**config.mk**
```make
export PLATFORM = sky130hd
export DESIGN_NAME = discrete_io_trigger_sync
export DESIGN_NICKNAME = d
export VERILOG_FILES = /design/src/hw/discrete_io_pkg.sv /design/src/hw/discrete_io_trigger_sync.sv
export VERILOG_INCLUDE_DIRS = /design/src /design/src/hw
export SDC_FILE = /design/constraint.sdc
export NUM_CORES = 1
export LEC_CHECK = 0
export BUFFER_PORTS_ARGS = -buffer_cell sky130_fd_sc_hd__buf_2
export CORE_MARGIN = 5
export CORE_UTILIZATION = 59
export DETAILED_ROUTE_END_ITERATION = 8
export PLACE_DENSITY = 0.81
export SLEW_MARGIN = 20
export SYNTH_ARGS = -nofsm -noshare
export SYNTH_HDL_FRONTEND = slang
export SYNTH_SLANG_ARGS = --single-unit
export TNS_END_PERCENT = 50
```
**constraint.sdc**
```tcl
create_clock -name pclk -period 3.3 [get_ports pclk]
set_clock_uncertainty 0.15 [all_clocks]
set_input_delay 0.66 -clock pclk [delete_from_list [all_inputs] [get_ports pclk]]
set_output_delay 0.66 -clock pclk [all_outputs]
set_load 0.02 [all_outputs]
```
**src/hw/discrete_io_defines.svh**
```systemverilog
// register offsets, field positions and reset values for the discrete block
`ifndef DISCRETE_IO_DEFINES_SVH
`define DISCRETE_IO_DEFINES_SVH
`define REG_SEL_CMD 12'h000
`define REG_SEL_RDATA 12'h004
`define REG_CORE_OUT 12'h008
`define REG_CORE_EN 12'h00C
`define REG_CORE_IN 12'h010
`define REG_AV_OUT 12'h014
`define REG_AV_IN 12'h018
`define REG_AV_FAULT 12'h01C
`define REG_TRIG_MASK 12'h020
`define REG_TRIG_POL 12'h024
`define REG_SYNC_CTRL 12'h028
`define REG_SW_FIRE 12'h02C
`define REG_IRQ_STATUS 12'h030
`define REG_IRQ_MASK 12'h034
`define CORE_LINES 8
`define AV_LINES 16
`define TRIG_COUNT 3
`define SEL_CORE_FIRST 6'h01
`define SEL_CORE_LAST 6'h08
`define SEL_AV_FIRST 6'h11
`define SEL_AV_LAST 6'h20
`define CMD_SEL_LSB 0
`define CMD_OP_LSB 8
`define CMD_VAL_BIT 12
`define TRIG_LINE_FIRST 0
`define SYNC_LINE_FIRST 4
`define CORE_EN_RESET 8'h00
`define AV_OUT_RESET 16'h0000
`endif

```
**src/hw/discrete_io_pkg.sv**
```systemverilog
// types shared by the discrete block
package discrete_io_pkg;
   typedef enum logic [3:0] {
      op_none,
      op_write,
      op_enable,
      op_release
   } sel_op_t;
   typedef struct packed {
      logic [31:0] paddr;
      logic pwrite;
      logic psel;
      logic penable;
      logic [31:0] pwdata;
   } apb_req_t;
   typedef struct packed {
      logic [2:0] trig;
      logic [2:0] sync;
   } trig_out_t;
endpackage

```
**src/hw/discrete_io_trigger_sync.sv**
```systemverilog
// core discretes, avionics shunt discretes, triggers and syncs behind APB
// What this block does
// RL1 - eight core discrete lines per core, each input or output
// RL2 - every core line has its own output enable
// RL3 - core input readback stays live while the line drives
// RL4 - core outputs released at reset; enabled by write or enable
// RL5 - lines owned by trigger or sync leave general purpose use
// RL6 - trigger condition from masked lines, each with own polarity
// RL7 - selectors 1 to 8 address core lines 0 to 7
// RL8 - core lines 0-2 are triggers A-C, lines 4-6 syncs A-C
// RL9 - software can fire any trigger like the external condition
// RL10 - sixteen avionics shunt lines as general purpose I/O
// RL11 - avionics pin drives and senses at once for verification
// RL12 - avionics input reads open (1) or ground (0)
// RL13 - faulted avionics output stays off until cleared and redriven
// RL14 - avionics outputs open after reset
// RL15 - selectors 17 to 32 address avionics lines 0 to 15
// RL16 - software waits about 30 us before checking avionics readback
// RL17 - per-line latched fault flag, cleared by a new drive command
// RL18 - trigger fires when all masked lines match; inputs synchronised
`timescale 1ns/10ps
`include "discrete_io_defines.svh"
module discrete_io_trigger_sync (
   // clock, reset, enable
   input wire logic pclk,
   input wire logic presetn,
   input wire logic clk_en,
   // apb slave
   input wire logic psel,
   input wire logic penable,
   input wire logic pwrite,
   input wire logic [11:0] paddr,
   input wire logic [31:0] pwdata,
   output logic [31:0] prdata,
   output logic pready,
   output logic pslverr,
   // core discrete pins
   input wire logic [7:0] core_discrete_line_i,
   output logic [7:0] core_discrete_line_o,
   output logic [7:0] core_discrete_line_oe,
   // avionics shunt pins: oe high sinks the pin to ground
   input wire logic [15:0] avionics_shunt_line_i,
   output logic [15:0] avionics_shunt_line_oe,
   input wire logic [15:0] avionics_thermal_fault,
   // trigger and sync to protocol logic
   input wire logic [2:0] sync_request,
   output discrete_io_pkg::trig_out_t trig_sync,
   // interrupt
   output logic irq
);
   logic [7:0] core_out;
   logic [7:0] core_en;
   logic [15:0] av_out;
   logic [15:0] av_fault;
   logic [8:0] trig_mask;
   logic [8:0] trig_pol;
   logic [5:0] sync_ctrl;
   logic [2:0] sw_fire;
   logic [2:0] trig_q;
   logic [2:0] trig_rise;
   logic [5:0] irq_status;
   logic [5:0] irq_mask;
   logic [31:0] sel_rdata;
   logic [7:0] core_s1, core_s2, core_s3, core_in;
   logic [15:0] av_s1, av_s2, av_s3, av_in;
   logic [15:0] flt_s1, flt_s2, flt_s3, flt_in;
   logic [7:0] owned;
   logic [2:0] trig_hit;
   logic wr, rd;
   logic [5:0] cmd_sel;
   logic [3:0] cmd_op;
   logic cmd_val;
   logic cmd_go;
   logic [7:0] core_wr_hit;
   logic [15:0] av_wr_hit;
   logic addr_ok;

   // zero wait-state slave
   assign pready = 1'b1;
   assign wr = psel && penable && pwrite;
   assign rd = psel && penable && !pwrite;
   assign cmd_sel = pwdata[`CMD_SEL_LSB +: 6];
   assign cmd_op = pwdata[`CMD_OP_LSB +: 4];
   assign cmd_val = pwdata[`CMD_VAL_BIT];
   assign cmd_go = wr && paddr == `REG_SEL_CMD;

   // three-stage pin sampling; first stage feeds only the second
   always_ff @(posedge pclk or negedge presetn) begin
      if (!presetn) begin
         core_s1 <= 8'h00;
         core_s2 <= 8'h00;
         core_s3 <= 8'h00;
         av_s1 <= 16'hFFFF;
         av_s2 <= 16'hFFFF;
         av_s3 <= 16'hFFFF;
         flt_s1 <= 16'h0000;
         flt_s2 <= 16'h0000;
         flt_s3 <= 16'h0000;
      end else if (clk_en) begin
         core_s1 <= core_discrete_line_i;
         core_s2 <= core_s1;
         core_s3 <= core_s2;
         av_s1 <= avionics_shunt_line_i;
         av_s2 <= av_s1;
         av_s3 <= av_s2;
         flt_s1 <= avionics_thermal_fault;
         flt_s2 <= flt_s1;
         flt_s3 <= flt_s2;
      end
   end

   // accept a change once stages two and three agree
   always_ff @(posedge pclk or negedge presetn) begin
      if (!presetn) begin
         core_in <= 8'h00;
         av_in <= 16'hFFFF;
         flt_in <= 16'h0000;
      end else if (clk_en) begin
         // RL3 readback stays live
         core_in <= (core_s2 & core_s3) | (core_in & (core_s2 | core_s3));
         // RL12 open reads 1, ground 0
         av_in <= (av_s2 & av_s3) | (av_in & (av_s2 | av_s3));
         flt_in <= (flt_s2 & flt_s3) | (flt_in & (flt_s2 | flt_s3));
      end
   end

   // selector decode per line
   genvar gi;
   generate
      for (gi = 0; gi < `CORE_LINES; gi++) begin : g_core_sel
         // RL7 selector 1..8 maps to line 0..7
         assign core_wr_hit[gi] = cmd_go &&
            cmd_sel == 6'(`SEL_CORE_FIRST + gi);
      end
      for (gi = 0; gi < `AV_LINES; gi++) begin : g_av_sel
         // RL15 selector 17..32 maps to line 0..15
         assign av_wr_hit[gi] = cmd_go && cmd_sel == 6'(`SEL_AV_FIRST + gi);
      end
   endgenerate

   // RL5 lines claimed by a trigger mask or sync enable
   assign owned = {1'b0, sync_ctrl[2:0],
                   1'b0, trig_mask[2:0] | trig_mask[5:3] | trig_mask[8:6]};

   // core discrete output value and enable
   always_ff @(posedge pclk or negedge presetn) begin
      if (!presetn) begin
         core_out <= 8'h00;
         // RL4 outputs released at reset
         core_en <= `CORE_EN_RESET;
      end else if (clk_en) begin
         for (int i = 0; i < `CORE_LINES; i++) begin
            // RL4 a write also enables
            if (core_wr_hit[i] && cmd_op == discrete_io_pkg::op_write) begin
               core_out[i] <= cmd_val;
               core_en[i] <= 1'b1;
            end else if (core_wr_hit[i] &&
                         cmd_op == discrete_io_pkg::op_enable) begin
               core_en[i] <= 1'b1;
            end else if (core_wr_hit[i] &&
                         cmd_op == discrete_io_pkg::op_release) begin
               core_en[i] <= 1'b0;
            end
         end
         if (wr && paddr == `REG_CORE_OUT) begin
            core_out <= pwdata[7:0];
            core_en <= core_en | pwdata[7:0];
         end
         if (wr && paddr == `REG_CORE_EN) begin
            core_en <= pwdata[7:0];
         end
      end
   end

   // RL1 RL2 eight lines, own enable each; RL5 sync lines by sync logic
   always_ff @(posedge pclk or negedge presetn) begin
      if (!presetn) begin
         core_discrete_line_o <= 8'h00;
         core_discrete_line_oe <= 8'h00;
      end else if (clk_en) begin
         for (int i = 0; i < `CORE_LINES; i++) begin
            core_discrete_line_o[i] <= core_out[i];
            core_discrete_line_oe[i] <= core_en[i] && !owned[i];
         end
         // RL8 sync A-C leave on lines 4-6
         for (int j = 0; j < `TRIG_COUNT; j++) begin
            if (sync_ctrl[j]) begin
               core_discrete_line_o[`SYNC_LINE_FIRST + j] <=
                  sync_request[j] ^ sync_ctrl[3 + j];
               core_discrete_line_oe[`SYNC_LINE_FIRST + j] <= 1'b1;
            end
         end
      end
   end

   // avionics drive and latched fault shutdown
   always_ff @(posedge pclk or negedge presetn) begin
      if (!presetn) begin
         // RL14 outputs open after reset
         av_out <= `AV_OUT_RESET;
         av_fault <= 16'h0000;
      end else if (clk_en) begin
         for (int i = 0; i < `AV_LINES; i++) begin
            if (flt_in[i] && av_out[i]) begin
               // RL13 shutdown latches, drive dropped
               av_out[i] <= 1'b0;
               // RL17 latch the fault flag
               av_fault[i] <= 1'b1;
            end else if (av_wr_hit[i] &&
                         cmd_op == discrete_io_pkg::op_write) begin
               // RL13 redrive only once fault gone
               av_out[i] <= cmd_val && !flt_in[i];
               // RL17 a new drive command clears the flag
               av_fault[i] <= 1'b0;
            end
         end
         if (wr && paddr == `REG_AV_OUT) begin
            av_out <= pwdata[15:0] & ~flt_in;
            av_fault <= av_fault & ~pwdata[15:0];
         end
      end
   end

   // RL11 drive and sense simultaneously; RL10 sixteen lines
   always_ff @(posedge pclk or negedge presetn) begin
      if (!presetn) begin
         avionics_shunt_line_oe <= 16'h0000;
      end else if (clk_en) begin
         avionics_shunt_line_oe <= av_out;
      end
   end

   // trigger evaluation on synchronised lines 0-2
   generate
      for (gi = 0; gi < `TRIG_COUNT; gi++) begin : g_trig
         // RL6 RL18 all masked lines match their polarity
         assign trig_hit[gi] = (trig_mask[gi*3 +: 3] != 3'h0) &&
            (((core_in[`TRIG_LINE_FIRST +: 3] ~^ trig_pol[gi*3 +: 3]) |
              ~trig_mask[gi*3 +: 3]) == 3'h7);
      end
   endgenerate

   // RL9 software fire equals external condition
   always_ff @(posedge pclk or negedge presetn) begin
      if (!presetn) begin
         trig_sync <= '0;
         trig_q <= 3'h0;
      end else if (clk_en) begin
         trig_sync.trig <= trig_hit | sw_fire;
         trig_sync.sync <= sync_request & sync_ctrl[2:0];
         trig_q <= trig_hit | sw_fire;
      end
   end
   assign trig_rise = (trig_hit | sw_fire) & ~trig_q;

   // configuration registers; sw_fire is a one-cycle pulse
   always_ff @(posedge pclk or negedge presetn) begin
      if (!presetn) begin
         trig_mask <= 9'h000;
         trig_pol <= 9'h000;
         sync_ctrl <= 6'h00;
         sw_fire <= 3'h0;
         irq_mask <= 6'h00;
      end else if (clk_en) begin
         sw_fire <= 3'h0;
         if (wr && paddr == `REG_TRIG_MASK) trig_mask <= pwdata[8:0];
         if (wr && paddr == `REG_TRIG_POL) trig_pol <= pwdata[8:0];
         if (wr && paddr == `REG_SYNC_CTRL) sync_ctrl <= pwdata[5:0];
         if (wr && paddr == `REG_SW_FIRE) sw_fire <= pwdata[2:0];
         if (wr && paddr == `REG_IRQ_MASK) irq_mask <= pwdata[5:0];
      end
   end

   // sticky events: trigger rises and new faults; set beats read clear
   always_ff @(posedge pclk or negedge presetn) begin
      if (!presetn) begin
         irq_status <= 6'h00;
      end else if (clk_en) begin
         if (rd && paddr == `REG_IRQ_STATUS) begin
            irq_status <= {2'b00, trig_rise, |(flt_in & av_out)} |
                          {2'b00, 4'h0};
         end else begin
            irq_status <= irq_status | {2'b00, trig_rise, |(flt_in & av_out)};
         end
      end
   end
   assign irq = |(irq_status & irq_mask);

   // selector readback: last selector written picks a line
   always_ff @(posedge pclk or negedge presetn) begin
      if (!presetn) begin
         sel_rdata <= 32'h0000_0000;
      end else if (clk_en) begin
         if (cmd_go) begin
            sel_rdata <= 32'h0000_0000;
            if (cmd_sel >= `SEL_CORE_FIRST && cmd_sel <= `SEL_CORE_LAST)
               sel_rdata[0] <= core_in[3'(cmd_sel - `SEL_CORE_FIRST)];
            else if (cmd_sel >= `SEL_AV_FIRST && cmd_sel <= `SEL_AV_LAST)
               sel_rdata[0] <= av_in[4'(cmd_sel - `SEL_AV_FIRST)];
         end
      end
   end

   // read mux and error on unmapped address
   always_comb begin
      addr_ok = 1'b1;
      prdata = 32'h0000_0000;
      case (paddr)
         `REG_SEL_CMD: prdata = 32'h0000_0000;
         `REG_SEL_RDATA: prdata = sel_rdata;
         `REG_CORE_OUT: prdata = {24'h0, core_out};
         `REG_CORE_EN: prdata = {24'h0, core_en};
         `REG_CORE_IN: prdata = {24'h0, core_in};
         `REG_AV_OUT: prdata = {16'h0, av_out};
         `REG_AV_IN: prdata = {16'h0, av_in};
         `REG_AV_FAULT: prdata = {16'h0, av_fault};
         `REG_TRIG_MASK: prdata = {23'h0, trig_mask};
         `REG_TRIG_POL: prdata = {23'h0, trig_pol};
         `REG_SYNC_CTRL: prdata = {26'h0, sync_ctrl};
         `REG_SW_FIRE: prdata = 32'h0000_0000;
         `REG_IRQ_STATUS: prdata = {26'h0, irq_status};
         `REG_IRQ_MASK: prdata = {26'h0, irq_mask};
         default: addr_ok = 1'b0;
      endcase
   end
   assign pslverr = psel && penable && !addr_ok;
endmodule // discrete_io_trigger_sync

```
==> summary.md, run 1 <==
| Metric | Value |
|---|---|
| Routed WL | between 40000 and 50000 um |
| Fillers | 1767 |
| Worst-path maximum fanout | 6 |
| Final hold violations | 6 |
| Layout area overhead | 15.9% |
| Number of global-route vias before repair | approximately 11000 |
| Later-pin clock latency in the skew report | between 500 and 600 ps |
| P per Cell Area | between 600 and 700 mW/mm2 |
| Post-synthesis compound-gate area fraction | 0.161 |
| Post-Synth XOR/XNOR Area | 0.00812 |
| Clock sinks | 284 |
| Average wire per cell in the routed design | around 23 um |
| Status | finished, violations left |
| Largest family of logic cells by synthesized area | compound AO/OA/AOI/OAI gates |
| Setup TNS | 0 ps |
| Post-route insts no fill | 1807 |
| Critical path arrival | roughly 2400 ps |
| WP data required | between 2000 and 2500 ps |
| Placed insts | 1754 |
| Most common cell in the netlist | dfrtp_1 |
| Port buffer count | approximately 130 |
| Share of layout cells above drive strength 1 | 0.339 |
| Total leakage power | between 7 and 8 nW |
| Final WS setup | approximately 100 ps |
| CTS Hold Buffers Added | 0 |
| Worst Hold Class | input pin to asynchronous set/reset pin |
| Final slew viol count | 0 |
| Final setup fails | 0 |
| Die H | approximately 160 um |
| Post-synthesis mux area share | 0.151 |
| Main flop type after synthesis | dfrtp_1 |
| CTS max path bufs | 3 |
| First-pass detailed-route iteration total | 5 |
| WS Path Type | input pin to primary output |
| Synth area leader | dfrtp_1 |
| RSZ-0062 raised after global routing | no |
| Placed inst area | roughly 0.015 mm2 |
| Average cell area after synthesis | between 10 and 15 um2 |
| DP HPWL | between 20000 and 30000 um |
| Final period utilization | 0.969 |
| Top cell type's share of synthesized area | 0.393 |
| Slew headroom | 0.374 |
| Routed wl met3 | a little under 4000 um |
| Inserted Clock Buffers | 29 |
| DR top layer | met5 |
| Adder-cell area share of the yosys netlist | 0.00446 |
| Maxcap violations | 0 |
| Type of destination of the critical path | primary output |
| Worst VDD drop | between 0.5 and 0.6 mV |
| Metal-1 WL | around 17000 um |
| Hold Slack | -15.5 ps |
| CTS H-tree lvls | 1 |
| Finished Core Util | 0.693 |
| Startpoint Class | input pin |
| FMAX | between 0.3 and 0.4 GHz |
| Most frequent cells after synthesis | 220 x dfrtp_1, 156 x mux2_2, 148 x o21ai_0 |
| Nets | about 1600 |
| Tot GR Track Use | 0.309 |
| Die extent in x | about 160 um |
| Number of synthesized register bits | 284 |
| Post-route ant nets | 0 |
| Multi-input gate area | 0.00617 mm2 |
| Total number of vias | about 11000 |
| Top cells by area, synth | dfrtp_1 39%, mux2_2 13%, dfstp_2 12% |
| DRC viols | 0 |
| Sequential share of the synthesized area | 0.512 |
| Asr flop ratio synth | 1.00 |
| Cell area after layout | 0.0163 mm2 |
| Largest net degree at the start of global routing | approximately 90 |
| Synth warn | 0 |
| Initial antenna violation count | 2 |
| 1st-iter DRT viols | around 1100 |
| Core Area | 0.0235 mm2 |
| Synth Cell Area | roughly 0.014 mm2 |
| Met2 WL post-DR | 19700 um |
| Failing checks | negative hold slack |
| CTS tree | done |
| Via density | between 6 and 7 |
| Root Buffer | clkbuf_16 |
| Gpl congestion | roughly 0.95 |
| Clk pin slew, worst setup/hold paths | ~60 ps |
| Post-Syn Instances | about 1300 |
| Worst-Margin Slew | 930 ps |
| Row count | 56 |
| Register area | between 0.007 and 0.008 mm2 |
| Post-synth EDFFs | 0 |
| Initial Util | 0.597 |
| Die area | between 0.02 and 0.03 mm2 |
| GRT overflow | 0 |
| Post-Synth Simple-Gate Area | 0.110 |
| Min Tclk post-route | approximately 3200 ps |
| DP Worst Slack | approximately 140 ps |
| Synth cell types | between 70 and 80 |
| Ports | 166 |
| Global-route wire length before repair | 64600 um |
final cells by class:
cell class                      count  share of cell area
Sequential cell                   284               0.442
Multi-Input combinational cell    880               0.379
Clock buffer                       43              0.0540
Clock inverter                      9             0.00677
Antenna cell                        1            0.000154
Timing Repair Buffer              208              0.0784
Inverter                           63              0.0145
Tap cell                          319              0.0245
sequential cells by signal, summed over array words and instances, names as in the netlist, 9 cells and up:
register,flops
av_fault,16
av_in,16
av_out,16
av_s1,16
av_s2,16
av_s3,16
avionics_shunt_line_oe,16
flt_in,16
flt_s1,16
flt_s2,16
flt_s3,16
trig_mask,9
trig_pol,9
cells by family (layout without fill, tap and decap cells):
group	Yosys count	in the layout
AOI/OAI and AO/OA	370	370
xor gates and xnor gates	13	13
adders and majority gates	5	5
buffers and inverters	164	323
DFF	284	284
muxes	181	181
other	2	18
and+or+nand+nor	294	294
routing by layer:
metal	global-route usage	vias to the layer above
li1	-	5064
met1	0.421	5610
met2	0.504	638
met3	0.0572	124
met4	0.106	4
met5	0	-
repair_timing:
| action | in CTS | in global routing |
|---|---|---|
| resized for setup | 0 | 1 |
| setup buffers | 0 | 0 |
| endpoints found under the setup margin | 0 | 2 |
final timing paths:
check	startpoint	end	slack, ps	depth (start not counted)
worst max-delay path	paddr[11]	prdata[5]	100	9
worst max register to register	av_in[2]$_DFFE_PN1P_	sel_rdata[0]$_DFFE_PN0P_	1330	5
min in group pclk	avionics_shunt_line_i[1]	av_s1[1]$_DFFE_PN1P_	190	2
max in group asynchronous	presetn	av_s1[3]$_DFFE_PN1P_	2120	2
worst min register to register	core_discrete_line_o[6]$_DFFE_PN0P_	core_discrete_line_o[6]$_DFFE_PN0P_	320	1
worst min-delay path	presetn	sw_fire[1]$_DFFE_PN0P_	-20	1
critical path, cell delays in order:
cell	delay, ps
buf_2	120
nor4_4	360
buf_4	190
nand3_1	210
nor2_1	160
buf_4	160
a22oi_1	100
o211ai_1	180
buf_2	230
cell usage in the layout (no fill, tap or decap), drive strengths merged, types with 4 or more instances in the layout:
cell type and instances:
or4 6, dfrtp 220, a22o 8, xor2 10, a211o 7, nor2 55
nand3 35, clkbuf 44, a32oi 14, buf 207, a21o 17, inv 65
nor4 24, dfstp 64, a211oi 11, o21ai 151, clkinv 4, mux4 8
o2bb2ai 4, nand2b 9, ha 5, mux2 165, nand2 88, nor2b 8
a22oi 24, o22ai 18, a31oi 16, nand4 11, conb 17, nor3 30
mux2i 8, nor3b 5, a21oi 73, a32o 5, and3 6, o211ai 7
power breakdown:
part           switching, mW  internal [mW]  total, mW  leakage, nW
Clock                   1.36           1.99       3.35        0.487
Combinational           1.07          0.912       1.98         3.34
Sequential             0.759           4.29       5.05         3.36
per-stage QoR:
stage / hold WS, ps / total power [mW]
global placement: 306 / 6.87
floorplan: 214 / 6.13
finish: -15.5 / 10.4
CTS: 10.0 / 10.4
global route: 39.6 / 10.9
detailed placement: 316 / 7.01
Power figures use the tool's default switching activity.
==> inputs of run 2 (changes only) <==
--- a/config.mk
+++ b/config.mk
@@ -7,10 +7,10 @@
 export NUM_CORES = 1
 export LEC_CHECK = 0
 export BUFFER_PORTS_ARGS = -buffer_cell sky130_fd_sc_hd__buf_2
-export CORE_MARGIN = 5
+export CORE_MARGIN = 1.5
 export CORE_UTILIZATION = 59
 export DETAILED_ROUTE_END_ITERATION = 8
-export PLACE_DENSITY = 0.81
+export PLACE_DENSITY = 0.9
 export SLEW_MARGIN = 20
 export SYNTH_ARGS = -nofsm -noshare
 export SYNTH_HDL_FRONTEND = slang
==> run 2 against run 1 <==
Net effect:
- the flow still finishes with violations (negative hold slack)
- via count rose by 1.8%
- critical endpoint is now prdata[6]
- final area decreased by 0.15%
- utilization rose by 0.11 points
- largest power group unchanged
- hold slack improved by 6.9 ps
- largest cell class unchanged
==> summary.md, run 2 (synthesis gave the netlist of run 1 again) <==
| Metric | Value |
|---|---|
| Post-route insts no fill | 1798 |
| Worst flop-to-flop path endpoint | irq_status[0]$_DFFE_PN0P_ |
| Share of layout cells above drive strength 1 | 0.332 |
| Gpl congestion | 1.00 |
| Fillers | between 1500 and 2000 |
| Final WS setup | around 80 ps |
| Total number of vias | roughly 12000 |
| Root Buffer | clkbuf_16 |
| Initial antenna violation count | 3 |
| DRC viols | 0 |
| Later-pin clock latency in the skew report | approximately 560 ps |
| Met3 Use GR | 0.0664 |
| Slew headroom | 0.362 |
| WP data required | between 2000 and 2500 ps |
| Met2 usage in global routing | 0.548 |
| Total power | 10.5 mW |
| Startpoint Class | input pin |
| Critical path arrival | between 2000 and 2500 ps |
| First-pass detailed-route iteration total | 6 |
| Die extent in x | approximately 160 um |
| Min Tclk post-route | 3220 ps |
| Hold Slack | -8.59 ps |
| GRT overflow | 0 |
| Register area | approximately 0.0072 mm2 |
| Core Area | approximately 0.023 mm2 |
| Die H | about 160 um |
| Levels on crit path | 6 |
| Inserted Clock Buffers | 30 |
| Via density | between 6 and 7 |
| DP Worst Slack | ~59 ps |
| Critical Path, Cell by Cell | buf_2 > or4b_1 > nor2_1 > a22oi_1 > nand3_1 > buf_2 |
| Most Crowded Layer GR | met2 |
| Largest net degree at the start of global routing | 95 |
| Delay-heaviest family, CP | simple AND/OR/NAND/NOR gates |
| Worst Setup EP | prdata[6] |
| P per Cell Area | 647 mW/mm2 |
| Final setup fails | 0 |
| Clock sinks | ~280 |
| WS Path Type | input pin to primary output |
| Global Route met1 Usage | 0.439 |
| R2r setup slk | roughly 1200 ps |
| Worst VDD drop | about 0.46 mV |
| Tot GR Track Use | 0.338 |
| Average wire per cell in the routed design | roughly 23 um |
| Worst Hold Class | input pin to asynchronous set/reset pin |
| Initial Util | 0.599 |
| Worst R2R Start | flt_in[15]$_DFFE_PN0P_ |
| CTS Hold Buffers Added | 0 |
| CP max-delay cell | or4b_1 |
| Crit path from | paddr[7] |
| FMAX | roughly 0.31 GHz |
| Post-route ant nets | 0 |
| DP HPWL | 28200 um |
| Number of global-route vias before repair | 11700 |
| Final slew viol count | 0 |
| Failing checks | negative hold slack |
| CTS max path bufs | 3 |
| R2r worst-path depth | 4 |
| CTS tree | done |
| CTS H-tree lvls | 1 |
| Global-route wire length before repair | about 64000 um |
| Routed WL | roughly 41000 um |
| Type of destination of the critical path | primary output |
| Multi-input gate area | around 0.0062 mm2 |
| Worst path max stage delay | 680 ps |
| Crit-path most repeated cell | buf_2 |
| Clk pin slew, worst setup/hold paths | about 60 ps |
| Maxcap violations | 0 |
| 1st-iter DRT viols | 1365 |
| Placed insts | between 1500 and 2000 |
| Commonest non-fill, non-tap cell in the layout | dfrtp_1 |
| Most frequent cells in the layout | 220 x dfrtp_1, 156 x mux2_2, 148 x o21ai_0 |
| Ports | between 150 and 200 |
| Status | finished, violations left |
| Buf/Inv on CP | 2 |
| Row count | 56 |
| Die area | approximately 0.025 mm2 |
| Worst-Margin Slew | 948 ps |
| Nets | ~1600 |
| Port buffer count | between 100 and 150 |
| Worst-path maximum fanout | 6 |
| Final period utilization | 0.976 |
| Layout area overhead | 15.8% |
| Final hold violations | 5 |
| Total leakage power | a little over 7 nW |
-- run 2: area by class of cell --
cell class	count	area share
repair buffers	195	0.0750
clock inverters	7	0.00570
diodes	3	0.000462
well taps	319	0.0246
inverters	63	0.0146
flip-flops and latches	284	0.443
clock buffers	47	0.0565
multi-input cells	880	0.381
-- run 2: power by group --
group          switching, mW  leakage, nW  internal, mW  total (mW)
Clock                   1.38        0.485          2.05        3.44
Sequential             0.772         3.36          4.29        5.06
Combinational           1.10         3.29         0.913        2.01
Total                   3.25         7.14          7.26        10.5
-- run 2: worst min-delay path by stage --
stage	to	slack, ps	cells past startpoint
after global routing	trig_sync[2]$_DFFE_PN0P_	60	1
after floorplan	av_fault[0]$_DFFE_PN0P_	210	0
final	trig_q[0]$_DFFE_PN0P_	-9	1
after global placement	core_discrete_line_o[6]$_DFFE_PN0P_	310	1
after detailed placement	core_discrete_line_o[6]$_DFFE_PN0P_	320	1
after CTS	irq_status[3]$_DFFE_PN0P_	30	1
-- run 2: worst register-to-register path: cells and delay by family, from the launching register on --
kind               cells  cell delay [ps]
and+or+nand+nor        3             1200
DFF                    1              440
AOI/OAI and AO/OA      1              160
-- run 2: timing repair --
item / 4_1_cts / 5_1_grt
buffers inserted: 0 / 0
resized for setup: 0 / 4
endpoints found under the setup margin: 0 / 8
endpoints found under the hold margin: 0 / 0
-- run 2: per-stage QoR --
step	utilization	cell area [um2]	setup TNS, ps
floorplan	-	14100	0
finish	0.694	16200	0
global route	0.694	16200	-14.9
global placement	0.650	15200	0
CTS	0.693	16200	0
detailed placement	0.650	15200	0
-- run 2: metal layers --
layer	part of all wire	wire (um)
met1	0.38	15800
met2	0.47	19300
met3	0.10	4120
met4	0.048	1980
met5	0	0
